===== src/rtl/pms_defines.svh =====
// constants for the profile modulation and sweep controller
`ifndef PMS_DEFINES_SVH
`define PMS_DEFINES_SVH
`define PMS_FTW_W      32
`define PMS_AMP_W      10
`define PMS_IDX_W      4
`define PMS_NPROF      16
`define PMS_NCH        2
`define PMS_IVL_W      8
`define PMS_ADDR_W     8
`define PMS_IDX_ZERO   4'h0
`define PMS_IDX_ALL    4'hF
`define PMS_PROF_ONE   1
`define PMS_ADR_CTRL   8'h00
`define PMS_ADR_ASF0   8'h01
`define PMS_ADR_ASF1   8'h02
`define PMS_ADR_RSTEP  8'h03
`define PMS_ADR_FSTEP  8'h04
`define PMS_ADR_RIVL   8'h05
`define PMS_ADR_FIVL   8'h06
`define PMS_ADR_STAT   8'h07
`define PMS_ADR_INDEX  8'h08
`define PMS_ADR_AMP0   8'h09
`define PMS_ADR_AMP1   8'h0A
`define PMS_ADR_PAMP0  8'h0B
`define PMS_ADR_PAMP1  8'h0C
`define PMS_ADR_FTW    8'h10
`define PMS_BIT_MOD16  0
`define PMS_BIT_SWEEP0 1
`define PMS_BIT_SWEEP1 2
`define PMS_BIT_ACLRS  3
`define PMS_BIT_ACLRP  4
`define PMS_BIT_ASFEN  5
`define PMS_CTRL_W     6
`endif


===== src/rtl/pms_pkg.sv =====
// types for the profile modulation and sweep controller
`include "pms_defines.svh"
package pms_pkg;
    typedef enum logic [2:0] {
        PMS_HOLD = 3'h1,
        PMS_UP   = 3'h2,
        PMS_DOWN = 3'h4
    } pms_dir_type;
endpackage


===== src/rtl/pms_ctrl.sv =====
// profile pin modulation select and linear amplitude sweep controller
`timescale 1ns/100ps
`default_nettype none
`include "pms_defines.svh"
// Summary of operation
// - in 16-level mode index = {pin0,pin1,pin2,pin3}, pin3 the lowest bit.
// - no pins asserted selects profile zero, the base tuning word.
// - all pins asserted selects profile fifteen.
// - a channel sweeps only while its sweep enable bit is set.
// - sweep starts at the scale factor and ends at profile one amplitude.
// - pin asserted sweeps up toward end; deasserted sweeps down to start.
// - rising and falling step size and interval are independent.
// - scale factor enable must be clear while sweeping, sweep owns amplitude.
// - auto clear phase asserts phase_clr_out while both channels hold; auto clear sweep never changes the amplitude.
// - profile_pin_2 steers channel 0, profile_pin_3 steers channel 1.
module pms_ctrl
    import pms_pkg::*;
(
    input  wire logic                     mclk_in,
    input  wire logic                     reset_n_in,
    input  wire logic                     profile_pin_0_in,
    input  wire logic                     profile_pin_1_in,
    input  wire logic                     profile_pin_2_in,
    input  wire logic                     profile_pin_3_in,
    input  wire logic [`PMS_ADDR_W-1:0]   addr_in,
    input  wire logic [31:0]              wdata_in,
    input  wire logic                     wr_in,
    input  wire logic                     rd_in,
    output logic      [31:0]              rdata_out,
    output logic      [`PMS_FTW_W-1:0]    ftw_out,
    output logic      [`PMS_AMP_W-1:0]    amp0_out,
    output logic      [`PMS_AMP_W-1:0]    amp1_out,
    output logic                          phase_clr_out
);
    // ****************************************
    // reset release
    // ****************************************
    logic rst_meta;
    logic rst_n;
    // release synchronised, assertion asynchronous
    always_ff @(posedge mclk_in or negedge reset_n_in) begin
        if (!reset_n_in) begin
            rst_meta <= 1'b0;
            rst_n    <= 1'b0;
        end else begin
            rst_meta <= 1'b1;
            rst_n    <= rst_meta;
        end
    end

    // ****************************************
    // state
    // ****************************************
    typedef struct packed {
        logic [`PMS_CTRL_W-1:0]  ctrl;
        logic [`PMS_AMP_W-1:0]   asf0;
        logic [`PMS_AMP_W-1:0]   asf1;
        logic [`PMS_AMP_W-1:0]   rstep;
        logic [`PMS_AMP_W-1:0]   fstep;
        logic [`PMS_IVL_W-1:0]   rivl;
        logic [`PMS_IVL_W-1:0]   fivl;
        logic [`PMS_IDX_W-1:0]   pins;
        logic [`PMS_IDX_W-1:0]   index;
        logic [`PMS_FTW_W-1:0]   ftw;
        logic [`PMS_AMP_W-1:0]   amp0;
        logic [`PMS_AMP_W-1:0]   amp1;
        logic [`PMS_IVL_W-1:0]   tmr0;
        logic [`PMS_IVL_W-1:0]   tmr1;
        pms_dir_type             dir0;
        pms_dir_type             dir1;
        logic                    pclr;
        logic [31:0]             rdata;
    } pms_state_type;

    pms_state_type st;
    pms_state_type next_st;
    // profile tables are large, kept outside the struct as plain arrays
    logic [`PMS_FTW_W-1:0] ftw_mem [`PMS_NPROF];
    logic [`PMS_AMP_W-1:0] pamp_mem [`PMS_NCH];

    logic [`PMS_IDX_W-1:0] pin_vec;
    // pin 0 carries the highest weight, pin 3 the lowest
    assign pin_vec = {profile_pin_0_in, profile_pin_1_in, profile_pin_2_in, profile_pin_3_in};

    // profile words, one write port each
    genvar gi;
    generate
        for (gi = 0; gi < `PMS_NPROF; gi++) begin : g_ftw
            always_ff @(posedge mclk_in or negedge rst_n) begin
                if (!rst_n) begin
                    ftw_mem[gi] <= '0;
                end else if (wr_in && addr_in == `PMS_ADR_FTW + 8'(gi)) begin
                    ftw_mem[gi] <= wdata_in[`PMS_FTW_W-1:0];
                end
            end
        end
        for (gi = 0; gi < `PMS_NCH; gi++) begin : g_pamp
            always_ff @(posedge mclk_in or negedge rst_n) begin
                if (!rst_n) begin
                    pamp_mem[gi] <= '0;
                end else if (wr_in && addr_in == `PMS_ADR_PAMP0 + 8'(gi)) begin
                    pamp_mem[gi] <= wdata_in[`PMS_AMP_W-1:0];
                end
            end
        end
    endgenerate

    // one sweep step; saturates at the bound so no wrap past start or end
    function automatic logic [`PMS_AMP_W-1:0] step_amp(
        input logic [`PMS_AMP_W-1:0] cur,
        input logic [`PMS_AMP_W-1:0] bound,
        input logic [`PMS_AMP_W-1:0] stp,
        input logic                  up
    );
        logic [`PMS_AMP_W:0] sum;
        sum = '0;
        if (up) begin
            sum = {1'b0, cur} + {1'b0, stp};
            step_amp = (sum >= {1'b0, bound}) ? bound : sum[`PMS_AMP_W-1:0];
        end else begin
            // widened so a start point near full scale plus a step cannot wrap
            step_amp = ({1'b0, cur} <= {1'b0, bound} + {1'b0, stp}) ? bound : cur - stp;
        end
    endfunction

    // ****************************************
    // next state
    // ****************************************
    always_comb begin
        logic dir_pin0;
        logic dir_pin1;
        logic sw0;
        logic sw1;
        next_st = st;
        dir_pin0 = st.pins[1]; // profile_pin_2
        dir_pin1 = st.pins[0]; // profile_pin_3
        sw0 = st.ctrl[`PMS_BIT_SWEEP0] && !st.ctrl[`PMS_BIT_ASFEN];
        sw1 = st.ctrl[`PMS_BIT_SWEEP1] && !st.ctrl[`PMS_BIT_ASFEN];
        next_st.pins = pin_vec;
        // index follows the sampled pins one cycle later
        if (st.ctrl[`PMS_BIT_MOD16]) begin
            next_st.index = st.pins;
        end
        next_st.ftw = ftw_mem[st.index];
        next_st.pclr = st.ctrl[`PMS_BIT_ACLRP] && (st.dir0 == PMS_HOLD) && (st.dir1 == PMS_HOLD);
        // channel 0 sweep
        if (!sw0) begin
            next_st.amp0 = st.asf0;
            next_st.dir0 = PMS_HOLD;
            next_st.tmr0 = '0;
        end else begin
            case (st.dir0)
                PMS_HOLD: begin
                    if (dir_pin0 && st.amp0 != pamp_mem[`PMS_PROF_ONE]) begin
                        next_st.dir0 = PMS_UP;
                    end else if (!dir_pin0 && st.amp0 != st.asf0) begin
                        next_st.dir0 = PMS_DOWN;
                    end else if (!dir_pin0 && st.ctrl[`PMS_BIT_ACLRS]) begin
                        next_st.amp0 = st.asf0;
                    end
                    next_st.tmr0 = '0;
                end
                default: begin
                    next_st.tmr0 = st.tmr0 + 8'h01;
                    if (dir_pin0 != (st.dir0 == PMS_UP)) begin
                        next_st.dir0 = PMS_HOLD;
                    end else if (st.tmr0 >= ((st.dir0 == PMS_UP) ? st.rivl : st.fivl)) begin
                        next_st.tmr0 = '0;
                        if (st.dir0 == PMS_UP) begin
                            next_st.amp0 = step_amp(st.amp0, pamp_mem[`PMS_PROF_ONE], st.rstep, 1'b1);
                        end else begin
                            next_st.amp0 = step_amp(st.amp0, st.asf0, st.fstep, 1'b0);
                        end
                        if (next_st.amp0 == ((st.dir0 == PMS_UP) ? pamp_mem[`PMS_PROF_ONE] : st.asf0)) begin
                            next_st.dir0 = PMS_HOLD;
                        end
                    end
                end
            endcase
        end
        // channel 1 sweep
        if (!sw1) begin
            next_st.amp1 = st.asf1;
            next_st.dir1 = PMS_HOLD;
            next_st.tmr1 = '0;
        end else begin
            case (st.dir1)
                PMS_HOLD: begin
                    if (dir_pin1 && st.amp1 != pamp_mem[`PMS_PROF_ONE]) begin
                        next_st.dir1 = PMS_UP;
                    end else if (!dir_pin1 && st.amp1 != st.asf1) begin
                        next_st.dir1 = PMS_DOWN;
                    end else if (!dir_pin1 && st.ctrl[`PMS_BIT_ACLRS]) begin
                        next_st.amp1 = st.asf1;
                    end
                    next_st.tmr1 = '0;
                end
                default: begin
                    next_st.tmr1 = st.tmr1 + 8'h01;
                    if (dir_pin1 != (st.dir1 == PMS_UP)) begin
                        next_st.dir1 = PMS_HOLD;
                    end else if (st.tmr1 >= ((st.dir1 == PMS_UP) ? st.rivl : st.fivl)) begin
                        next_st.tmr1 = '0;
                        if (st.dir1 == PMS_UP) begin
                            next_st.amp1 = step_amp(st.amp1, pamp_mem[`PMS_PROF_ONE], st.rstep, 1'b1);
                        end else begin
                            next_st.amp1 = step_amp(st.amp1, st.asf1, st.fstep, 1'b0);
                        end
                        if (next_st.amp1 == ((st.dir1 == PMS_UP) ? pamp_mem[`PMS_PROF_ONE] : st.asf1)) begin
                            next_st.dir1 = PMS_HOLD;
                        end
                    end
                end
            endcase
        end
        // register writes
        if (wr_in) begin
            if (addr_in == `PMS_ADR_CTRL) begin
                next_st.ctrl = wdata_in[`PMS_CTRL_W-1:0];
            end else if (addr_in == `PMS_ADR_ASF0) begin
                next_st.asf0 = wdata_in[`PMS_AMP_W-1:0];
            end else if (addr_in == `PMS_ADR_ASF1) begin
                next_st.asf1 = wdata_in[`PMS_AMP_W-1:0];
            end else if (addr_in == `PMS_ADR_RSTEP) begin
                next_st.rstep = wdata_in[`PMS_AMP_W-1:0];
            end else if (addr_in == `PMS_ADR_FSTEP) begin
                next_st.fstep = wdata_in[`PMS_AMP_W-1:0];
            end else if (addr_in == `PMS_ADR_RIVL) begin
                next_st.rivl = wdata_in[`PMS_IVL_W-1:0];
            end else if (addr_in == `PMS_ADR_FIVL) begin
                next_st.fivl = wdata_in[`PMS_IVL_W-1:0];
            end
        end
        // register reads, unmapped reads return zero
        next_st.rdata = '0;
        if (rd_in) begin
            if (addr_in == `PMS_ADR_CTRL) begin
                next_st.rdata = 32'(st.ctrl);
            end else if (addr_in == `PMS_ADR_ASF0) begin
                next_st.rdata = 32'(st.asf0);
            end else if (addr_in == `PMS_ADR_ASF1) begin
                next_st.rdata = 32'(st.asf1);
            end else if (addr_in == `PMS_ADR_RSTEP) begin
                next_st.rdata = 32'(st.rstep);
            end else if (addr_in == `PMS_ADR_FSTEP) begin
                next_st.rdata = 32'(st.fstep);
            end else if (addr_in == `PMS_ADR_RIVL) begin
                next_st.rdata = 32'(st.rivl);
            end else if (addr_in == `PMS_ADR_FIVL) begin
                next_st.rdata = 32'(st.fivl);
            end else if (addr_in == `PMS_ADR_STAT) begin
                next_st.rdata = {26'h0, st.dir1, st.dir0};
            end else if (addr_in == `PMS_ADR_INDEX) begin
                next_st.rdata = 32'(st.index);
            end else if (addr_in == `PMS_ADR_AMP0) begin
                next_st.rdata = 32'(st.amp0);
            end else if (addr_in == `PMS_ADR_AMP1) begin
                next_st.rdata = 32'(st.amp1);
            end else if (addr_in == `PMS_ADR_PAMP0 || addr_in == `PMS_ADR_PAMP1) begin
                next_st.rdata = 32'(pamp_mem[addr_in[0] ? 0 : 1]);
            end else if (addr_in >= `PMS_ADR_FTW && addr_in < `PMS_ADR_FTW + 8'(`PMS_NPROF)) begin
                next_st.rdata = 32'(ftw_mem[addr_in[3:0]]);
            end
        end
    end

    // ****************************************
    // registers and outputs
    // ****************************************
    always_ff @(posedge mclk_in or negedge rst_n) begin
        if (!rst_n) begin
            st      <= '0;
            st.dir0 <= PMS_HOLD;
            st.dir1 <= PMS_HOLD;
        end else begin
            st <= next_st;
        end
    end

    assign rdata_out     = st.rdata;
    assign ftw_out       = st.ftw;
    assign amp0_out      = st.amp0;
    assign amp1_out      = st.amp1;
    assign phase_clr_out = st.pclr;
endmodule
`default_nettype wire


===== config.mk =====
export PLATFORM = sky130hd
export DESIGN_NAME = pms_ctrl
export DESIGN_NICKNAME = d
export VERILOG_FILES = /design/src/rtl/pms_pkg.sv /design/src/rtl/pms_ctrl.sv
export VERILOG_INCLUDE_DIRS = /design/src /design/src/rtl
export SDC_FILE = /design/constraint.sdc
export NUM_CORES = 1
export LEC_CHECK = 0
export BUFFER_PORTS_ARGS = -buffer_cell sky130_fd_sc_hd__buf_2
export CORE_MARGIN = 4
export CORE_UTILIZATION = 31
export CTS_CLUSTER_SIZE = 24
export DETAILED_ROUTE_END_ITERATION = 10
export PLACE_DENSITY = 0.5
export SETUP_SLACK_MARGIN = 0.4
export SYNTH_ARGS = -nofsm -noshare
export SYNTH_HDL_FRONTEND = slang
export SYNTH_SLANG_ARGS = --single-unit

===== constraint.sdc =====
create_clock -name mclk_in -period 22.9 [get_ports mclk_in]
set_input_delay 1.145 -clock mclk_in [delete_from_list [all_inputs] [get_ports mclk_in]]
set_output_delay 1.145 -clock mclk_in [all_outputs]
set_load 0.1 [all_outputs]

# --- After elaboration in Yosys (flattened, before gate mapping) ---
# Cells that the tools add are included.
totals:
  memories: 0
  latch_bits: 0
  romBits: 0
  elab_cells: 245
  in_bits: 48
  reg_bits: 711
  mem_bits_rw: 0
op_classes:
  magnitude_cmp: 11
  n_mul: 0
  n_eq_ne: 56
  shift: 0
  bitwise_logic: 9
  div_mod_pow: 0
  muxes: 78
  n_reduce_logical: 45
  n_addsub: 8
ops:
  columns: ["cell", "count"]
  rows:
  - ["32-bit two-way mux", 18]
  - ["10-bit two-way mux", 33]
  - ["32-bit binary-select mux with 4-bit select", 2]
  - ["8-bit by 5-bit equality test with 1-bit output, second input constant", 16]
  - ["8-bit two-way mux", 10]
  - ["10-bit by 10-bit adder with 11-bit output", 4]
  - ["3-bit two-way mux", 14]
  - ["8-bit by 4-bit equality test with 1-bit output, second input constant", 5]
  - ["10-bit inequality test", 4]
  - ["8-bit by 3-bit equality test with 1-bit output, second input constant", 4]
  - ["32-bit by 2-bit greater-or-equal comparator with 1-bit output, second input constant", 1]
  - ["1-bit inverter with 32-bit output", 1]
  - ["1-bit logical AND", 29]
  - ["11-bit by 10-bit greater-or-equal comparator with 1-bit output", 2]
  - ["10-bit by 11-bit less-or-equal comparator with 1-bit output", 2]
  - ["10-bit equality test", 2]
  - ["10-bit subtractor", 2]
  - ["3-bit inequality test, second input constant", 6]
  - ["8-bit by 1-bit adder with 8-bit output, second input constant", 2]
  - ["8-bit by 2-bit equality test with 1-bit output, second input constant", 2]
  - ["8-bit greater-or-equal comparator", 2]
  - ["4-bit by 1-bit inequality test with 1-bit output, second input constant", 4]
  - ["5-bit AND reduction", 3]
  - ["5-bit greater-or-equal comparator, second input constant", 2]
  - ["21 further kinds", 37]

# --- Longest topological paths before layout ---
# Gate-level depths: netlist of run 1.
logic_depth:
  depth_word: 18
  ltp_mapped: 22
  mapped_depth_nobuf: 21

# --- Worst setup path after synthesis of run 1 ---
# No wires, ideal clock.
synth_timing:
  path_kind: "reg2reg"
  startpoint: "register st[162] (netlist bit)"
  endpoint: "register st (netlist bit amp0_out[7])"
  setup_ps: 124
  slack_ps: 18798
  t_arrival_ps: 3978
  stages_incl_launch_ff: 20
  period_less_slack_ps: 4102
  path_cell_list: "dfrtp_1 > ha_1 > a21o_1 > a21oi_1 > o21ai_0 > a21oi_1 > o21bai_1 > a21oi_1 > o21bai_1 > a21oi_1 > xor2_1 > ha_1 > nand2_1 > nor3_1 > or3_1 > a221o_1 > a31o_2 > a21oi_1 > nor3b_1 > a211o_1"
synth_via:
  elab_chain_len: 12
  word_cells_on_any_way: 16
  classes_between: "1 x add/sub; 1 x order compare; 2 x eq/ne; 10 x mux; 2 x reduce/logical"
synth_rtl:
  columns: ["element", "line_no", "rtl"]
  rows:
  - ["from (decl)", "pms_ctrl.sv:75", "pms_state_type st;"]
  - ["from (signal assigned)", "pms_ctrl.sv:276", "st <= next_st;"]
  - ["10-bit by 10-bit adder with 11-bit output", "pms_ctrl.sv:122", "step_amp = ({1'b0, cur} <= {1'b0, bound} + {1'b0, stp}) ? bound : cur - stp;"]
  - ["10-bit by 11-bit less-or-equal comparator with 1-bit output", "pms_ctrl.sv:122", null]
  - ["10-bit two-way mux", "pms_ctrl.sv:122", null]
  - ["10-bit two-way mux", "pms_ctrl.sv:169", "if (st.dir0 == PMS_UP) begin"]
  - ["10-bit two-way mux", "pms_ctrl.sv:167", "end else if (st.tmr0 >= ((st.dir0 == PMS_UP) ? st.rivl : st.fivl)) begin"]
  - ["10-bit two-way mux", "pms_ctrl.sv:165", "if (dir_pin0 != (st.dir0 == PMS_UP)) begin"]
  - ["10-bit two-way mux", "pms_ctrl.sv:152", "case (st.dir0)"]
  - ["10-bit two-way mux", "pms_ctrl.sv:147", "if (!sw0) begin"]
  - ["10-bit two-way mux", "pms_ctrl.sv:167", null]
  - ["10-bit two-way mux", "pms_ctrl.sv:165", null]
  - ["10-bit two-way mux", "pms_ctrl.sv:152", null]
  - ["10-bit two-way mux", "pms_ctrl.sv:147", null]
# Parallel ways exist; a longest one is shown, timed or not. The select of a mux whose other input is x is not followed.
# A chain may end at the register's enable or synchronous reset.

# --- Final worst setup path of run 1 ---
layout_timing:
  startpoint: "register st (netlist bit amp1_out[1])"
  endpoint: "register st[34] (netlist bit)"
layout_via:
  elab_chain_len: 11
  word_cells_on_any_way: 22
  classes_between: "2 x add/sub; 2 x order compare; 5 x eq/ne; 10 x mux; 3 x reduce/logical"
layout_rtl:
  columns: ["element", "line_no", "rtl"]
  rows:
  - ["10-bit by 10-bit adder with 11-bit output", "pms_ctrl.sv:118", "sum = {1'b0, cur} + {1'b0, stp};"]
  - ["11-bit by 10-bit greater-or-equal comparator with 1-bit output", "pms_ctrl.sv:119", "step_amp = (sum >= {1'b0, bound}) ? bound : sum[`PMS_AMP_W-1:0];"]
  - ["10-bit two-way mux", "pms_ctrl.sv:119", null]
  - ["10-bit two-way mux", "pms_ctrl.sv:204", "if (st.dir1 == PMS_UP) begin"]
  - ["10-bit two-way mux", "pms_ctrl.sv:202", "end else if (st.tmr1 >= ((st.dir1 == PMS_UP) ? st.rivl : st.fivl)) begin"]
  - ["10-bit two-way mux", "pms_ctrl.sv:200", "if (dir_pin1 != (st.dir1 == PMS_UP)) begin"]
  - ["10-bit two-way mux", "pms_ctrl.sv:187", "case (st.dir1)"]
  - ["10-bit two-way mux", "pms_ctrl.sv:182", "if (!sw1) begin"]
  - ["10-bit equality test", "pms_ctrl.sv:209", "if (next_st.amp1 == ((st.dir1 == PMS_UP) ? pamp_mem[`PMS_PROF_ONE] : st.asf1)) begin"]
  - ["4-bit by 1-bit inequality test with 1-bit output (no source line)", null, null]
  - ["3-bit AND reduction (no source line)", null, null]
# Parallel ways exist; a longest one is shown, timed or not. The select of a mux whose other input is x is not followed.

==> impl_results.md, run 1 <==
- Status: completed
- Total length of routed wires: around 130000 µm
- Register area share after synthesis: a little over two fifths
- Final Hold Viols: 0
- R2r worst-path depth: 14
- Top cell type by total area after synthesis: dfrtp_1
- CTS Buf Count: 83
- Part of the cycle the worst path needs: 22.8%
- Core Box Area: ~0.13 mm²
- Reg2reg end: st[34]$_DFFE_PN0P_
- Worst Tran Pin Value: approximately 1.2 ns
- Detailed placement HPWL: ~82000 µm
- Routed Antenna Nets: 0
- Total grt overflow: 0
- Worst r2r src: amp1_out[1]$_DFFE_PN0P_
- Worst-Skew Late Latency: roughly 0.68 ns
- Most frequent cell after synthesis: dfrtp_1
- Rel. slew slack: 21.6%
- Worst path arrival time: roughly 5.8 ns
- Critical Path RT: 23.48 ns
- Final Net Count: 3199
- Worst min-delay path class: in -> async
- Layout area overhead: 11.1%
- Drt pass-1 iters: 5
- Pin count of the biggest net entering global routing: between 90 and 100
- Reg2Reg Setup Slack: ~18 ns
- Clock sink count: just over 700
- Post-DR vias/cell: 5.55
- Crit path kind: reg -> reg
- DR WL/cell: 27.1 µm
- Setup_tns: 0 ns
- FFs w/ async S/R, synth: 100%
- Number of synthesized register bits: a little over 700
- Clock slew at reported path FFs: around 0.060 ns
- CTS H-Tree Depth: 3
- Share of cells above drive strength 1: roughly two fifths
- Post-Place Cells: 4699
- Root buffer cell: clkbuf_16
- RSZ-0062 raised after global routing: no
- Share of the synthesized area in the top cell type: a little over two fifths
- Num rows: 133
- Max-Cap Viols: 0
- Synth unique cells: 89
- CP Launch Type: flop
- DRC viols: 0
- Setup violators final: 0
- Top Ports: about 130
- Hold Buf Count CTS: 0
- Final std cells w/o fill: roughly 4800
- Power per Cell Area: 77.6 mW/mm²
- Synthesized cell area: between 0.04 and 0.05 mm²
- Yosys warns: 0
- Die height: ~370 µm
- Largest cells by area after synthesis: dfrtp_1, mux4_2, mux2_2, ha_1, buf_4
- Initial drt markers: 2235
- Syn nets: between 3000 and 4000
- Gr usage total: around a fifth
- Clock Path Buffers: 3
- Pleak: 21.2 nW
- Final min period: between 5 and 6 ns
- # Post-CTS Setup Buffers: 0
- Synth top cells by count: dfrtp_1, mux2_2, mux4_2
- PortBufs: about 130
- Initial Util: between 30% and 40%
- Filler cells: approximately 13000
- Die area: about 0.14 mm²
- Avg Cell Area, Syn: 13.4 µm²
- CTS resizes: 0
- Post-Synthesis Cells: between 3000 and 4000
- Gp weighted congestion: 0.913
- Crit path max fanout: 12
- Final Max Tran Viols: 0
- Post-Route Skew: ~0.035 ns
- Wire length of the first global-routing pass: 195000 µm
- Max IR drop VDD: between 60 and 70 µV
- Critical Path Sink Type: flop
- CTS tree: done
- Vias: around 27000
- Max Clk Rate: 192 MHz
- Die W: ~370 µm
- Post-synth EDFFs: 0
- Most common flop cell mapped by yosys: dfrtp_1
- Vias in the first global route: 27496
- Initial antenna violation count: 16
routing by layer:
| layer | GRT usage (%) | wire length, µm | vias up |
|---|---|---|---|
| met1 | 26.2 | 58600 | 14318 |
| met2 | 29.6 | 60900 | 854 |
| li1 | - | - | 11480 |
| met5 | 0 | 109 | - |
| met4 | 5.17 | 3900 | 14 |
| met3 | 3.29 | 7640 | 217 |
worst max-delay path, cell delays in order, from the launching register on:
cell	delay, ns
dfrtp_1	0.77
inv_1	0.15
fa_1	0.49
nor2b_1	0.25
o2111ai_1	0.16
nand3_1	0.20
o21ai_0	0.22
xnor2_1	0.28
ha_1	0.29
a21oi_1	0.15
o221ai_1	0.15
a211oi_2	0.94
o311ai_1	0.52
a31oi_1	0.38
a221o_1	0.16
how the worst max path moves through the flow:
stage | start | endpoint | slack, ns | cells past startpoint
final | amp1_out[1]$_DFFE_PN0P_ | st[34]$_DFFE_PN0P_ | 17.68 | 14
after global routing | st[132]$_DFFE_PN0P_ | amp0_out[7]$_DFFE_PN0P_ | 17.34 | 19
after CTS | amp1_out[1]$_DFFE_PN0P_ | st[34]$_DFFE_PN0P_ | 17.78 | 14
after detailed placement | addr_in[1] | rdata_out[4]$_DFF_PN0_ | 17.74 | 9
after global placement | addr_in[1] | rdata_out[4]$_DFF_PN0_ | 17.80 | 9
after floorplan | rst_n$_DFF_PN0_ | amp0_out[0]$_DFFE_PN0P_ | 1.62 | 0
placed cells by master, fill, tap and decap left out, types with 28 or more instances in the layout:
cell type  instances
xor2_1            64
nor2_1            94
mux2_2           597
nand2_1           76
inv_1             69
xnor2_1           62
nor3_1            31
and3_1            38
o22ai_1           28
buf_4             54
mux4_2           324
a21oi_1          100
dfrtp_1          704
clkbuf_16         83
nand3_1           37
mux2i_1           42
buf_2            128
ha_1             116
o21ai_0           70
power by group:
group          leakage, nW  total [mW]  internal, mW  switching [mW]
Sequential            9.73        1.44          1.33           0.110
Clock                 1.37        1.35         0.787           0.563
Combinational         10.1       0.774         0.315           0.460
Total                 21.2        3.56          2.43            1.13
cells by family after synthesis:
logic type                 Yosys count  synth area share [%]
muxes                              963                  35.0
and+or+nand+nor                    405                  4.94
adders and majority gates          122                  3.80
buffers and inverters              387                  4.61
AOI/OAI and AO/OA                  355                  5.58
xor gates and xnor gates           132                  3.03
other                                1               0.00908
DFF                                711                  43.1
flip-flops by register name, indices dropped and copies added, names as in the netlist:
register,count
ftw_out,32
rdata_out,32
st,92
amp1_out,10
rst_n,1
rst_meta,1
pamp_mem,20
amp0_out,10
phase_clr_out,1
ftw_mem,512
cell type report:
cell class              instances  area (µm²)  share of cell area, %
clock inverters                30         409                  0.891
repair buffers                185        1090                   2.39
clock buffers                 115        2380                   5.18
well taps                    1755        2200                   4.78
diodes                          3        7.51                 0.0164
multi-input cells            1978       21700                   47.4
inverters                      70         263                  0.573
flip-flops and latches        711       17800                   38.8
stage by stage:
| step | worst slack, ns | total power, mW | instance area, µm² | hold slack, ns | util, % |
|---|---|---|---|---|---|
| after floorplan | 1.62 | 2.03 | 41300 | 0.331 | - |
| after CTS | 17.78 | 3.61 | 45900 | 0.199 | 34.8 |
| after global routing | 17.34 | 3.72 | 45900 | 0.213 | 34.8 |
| after detailed placement | 17.74 | 2.24 | 43100 | 0.343 | 32.7 |
| after global placement | 17.80 | 2.23 | 43100 | 0.338 | 32.7 |
| final | 17.68 | 3.56 | 45900 | 0.248 | 34.8 |
No activity file was read; power rests on OpenSTA's default activity.
==> run 2, diff against run 1 <==
PLACE_DENSITY = 0.49   (was 0.5)
clock period = 5.21 ns   (was 22.9 ns; I/O delays follow)
==> impl_results.md, run 2 (synthesis gave the netlist of run 1 again) <==
- Final Power: 15.6 mW (was 3.56 mW)
- Combinational fraction of design power: 22.1% (was 21.7%)
- Most frequent cells in the layout: dfrtp_1, mux2_2, mux4_2 (unchanged)
- Die W: 373 µm (unchanged)
- Pleak: 21.3 nW (was 21.2 nW)
- Initial drt markers: 2178 (was 2235)
- Met2 WL post-DR: 61600 µm (was 60900 µm)
- Pint: 10.6 mW (was 2.43 mW)
- CTS H-Tree Depth: 3 (unchanged)
- CTS Buf Count: 83 (unchanged)
- Post-DR vias/cell: 5.55 (about the same)
- Final non-filler cell area: 0.0463 mm² (was 0.0459 mm²)
- Clock sink count: 711 (unchanged)
- Routed Antenna Nets: 0 (unchanged)
- Rel. slew slack: 25.2% (was 21.6%)
- Vias in the first global route: 27909 (was 27496)
- Layout area overhead: 12.0% (was 11.1%)
- Hold Slack: 0.0560 ns (was 0.248 ns)
- Crit path kind: reg -> reg (unchanged)
- Pre-CTS WS: 0.621 ns (was 17.74 ns)
- Clock slew at reported path FFs: 0.06 ns (about the same)
- Max-Cap Viols: 0 (unchanged)
- Post-DP Area: 0.0434 mm² (was 0.0431 mm²)
- Top Ports: 133 (unchanged)
- Most flop-heavy register: ftw_mem (unchanged)
- Crit path max fanout: 11 (was 12)
- Final min period: 4.51 ns (was 5.22 ns)
- Clock Path Buffers: 3 (unchanged)
- PortBufs: 132 (unchanged)
- Met3 routed WL: 8510 µm (was 7640 µm)
- Max IR drop VDD: 237 µV (was 63.2 µV)
- Worst min-delay path class: in -> reg (was in -> async)
- Initial Util: 31.3% (unchanged)
- Pin count of the biggest net entering global routing: 164 (was 99)
- DRC viols: 0 (unchanged)
- Switching Share: 32.0% (was 31.8%)
- Final Net Count: 3237 (was 3199)
- Uppermost layer routed: met5 (unchanged)
- Most common cell after layout, fill and taps aside: dfrtp_1 (unchanged)
- Core Box Area: 0.132 mm² (unchanged)
- Worst path arrival time: 5.07 ns (was 5.79 ns)
- Wire length of the first global-routing pass: 200000 µm (was 195000 µm)
- Cell Chain, Critical Path: ha_1 > inv_1 > fa_1 > nor2b_1 > o2111a_1 > a2111oi_0 > nor3_1 > xor2_1 > ha_1 > a21oi_1 > o21ai_0 > a31o_2 > or2_1 > o21ai_0 > a21oi_1 > a221o_1 (was inv_1 > fa_1 > nor2b_1 > o2111ai_1 > nand3_1 > o21ai_0 > xnor2_1 > ha_1 > a21oi_1 > o221ai_1 > a211oi_2 > o311ai_1 > a31oi_1 > a221o_1)
- Die height: 373 µm (unchanged)
- P_sw: 5.01 mW (was 1.13 mW)
- CTS tree: done (unchanged)
- Critical path startpoint: amp0_out[0]$_DFFE_PN0P_ (was amp1_out[1]$_DFFE_PN0P_)
- Share of cells above drive strength 1: 42.2% (was 41.8%)
- Critical Path Sink Type: flop (unchanged)
- Largest registers: ftw_mem (512), st (92) (unchanged)
- Die area: 0.139 mm² (unchanged)
- Critical Path RT: 5.77 ns (was 23.48 ns)
- Worst Tran Pin Value: 1.12 ns (was 1.18 ns)
- Status: completed (unchanged)
- CP max stage cell: dfrtp_1 (was a211oi_2)
- Hold path start: wdata_in[19]
- Setup violators final: 0 (unchanged)
- Detailed placement HPWL: 84800 µm (was 82100 µm)
- Final Hold Viols: 0 (unchanged)
- Num rows: 133 (unchanged)
- CP Launch Type: flop (unchanged)
- Gp weighted congestion: 0.917 (was 0.913)
- Multi-input gate area: 0.0217 mm² (about the same)
- Gr usage total: 19.2% (was 18.6%)
- Total grt overflow: 0 (unchanged)
- Clock power frac: 37.4% (was 37.9%)
- M1 WL: 59700 µm (was 58600 µm)
- Power per Cell Area: 338 mW/mm² (was 77.6 mW/mm²)
- RSZ-0062 raised after global routing: no (unchanged)
- DR WL/cell: 27.5 µm (was 27.1 µm)
- Setup ws final: 0.701 ns (was 17.68 ns)
- Max FFs per register: 512 (unchanged)
- Root buffer cell: clkbuf_16 (unchanged)
- Final Max Tran Viols: 0 (unchanged)
- Max Clk Rate: 222 MHz (was 192 MHz)
- Vias: 27141 (was 26883)
- Post-Route Skew: 0.0309 ns (was 0.0348 ns)
- Slowest stage delay, CP: 0.51 ns (was 0.94 ns)
- Filler cells: 12822 (was 12867)
- Register area: 0.0178 mm² (about the same)
- Initial antenna violation count: 17 (was 16)
- Part of the cycle the worst path needs: 86.5% (was 22.8%)
- Worst-Skew Late Latency: 0.68 ns (about the same)
- Drt pass-1 iters: 5 (unchanged)
- Total length of routed wires: 135000 µm (was 131000 µm)
- Flop pwr share: 40.4% (was 40.3%)
- Worst r2r src: amp0_out[0]$_DFFE_PN0P_ (was amp1_out[1]$_DFFE_PN0P_)
run 2: power groups by stage:
| stage | clock, mW | sequential (mW) | combinational (mW) |
|---|---|---|---|
| floorplan | 0 | 6.15 | 2.77 |
| global placement | 0 | 6.43 | 3.47 |
| detailed placement | 0 | 6.44 | 3.47 |
| CTS | 6.03 | 6.34 | 3.48 |
| global route | 6.26 | 6.38 | 3.71 |
| finish | 5.86 | 6.33 | 3.46 |
run 2: final timing paths:
path | to | slack (ns) | cells past startpoint
hold reg to reg | rst_n$_DFF_PN0_ | 0.35 | 0
hold / removal | ftw_mem[179]$_DFFE_PN0P_ | 0.06 | 2
min in group asynchronous | ftw_mem[505]$_DFFE_PN0P_ | 0.40 | 0
setup reg to reg | amp0_out[9]$_DFFE_PN0P_ | 0.70 | 16
setup / recovery | amp0_out[9]$_DFFE_PN0P_ | 0.70 | 16
max in group asynchronous | amp0_out[1]$_DFFE_PN0P_ | 3.27 | 1
run 2: critical path, delay by kind of cell (launching register included):
| family | cells | cell delay (ns) |
|---|---|---|
| flops | 1 | 0.51 |
| simple gates | 3 | 0.92 |
| buf+inv | 1 | 0.07 |
| xor+xnor | 1 | 0.35 |
| compound gates | 8 | 1.56 |
| fa+ha+maj | 3 | 0.99 |
run 2: repair_timing:
action / CTS / global route
hold endpoints to repair: 23 / 0
hold buffers: 8 / 0
setup endpoints to repair: 0 / 15
buffers inserted: 0 / 4
resized for setup: 0 / 7
run 2: metrics by stage:
stage / setup TNS [ns] / std cells / utilization (%)
floorplan: -1170.99 / 3076 / -
global placement: 0 / 4725 / 32.9
detailed placement: 0 / 4725 / 32.9
CTS: 0 / 4880 / 35.0
global route: 0 / 4885 / 35.1
finish: 0 / 4888 / 35.1
run 2: cell type report:
class,instances,area share (%)
inverters,70,0.576
well taps,1755,4.75
flip-flops and latches,711,38.5
multi-input cells,1978,47.0
repair buffers,223,3.30
clock inverters,23,0.571
diodes,4,0.0216
clock buffers,124,5.30
run 2: per-layer routing:
| layer | up-vias | global-route usage [%] |
|---|---|---|
| met3 | 240 | 3.44 |
| met4 | 14 | 6.20 |
| li1 | 11562 | - |
| met5 | - | 0 |
| met1 | 14411 | 27.0 |
| met2 | 914 | 29.9 |
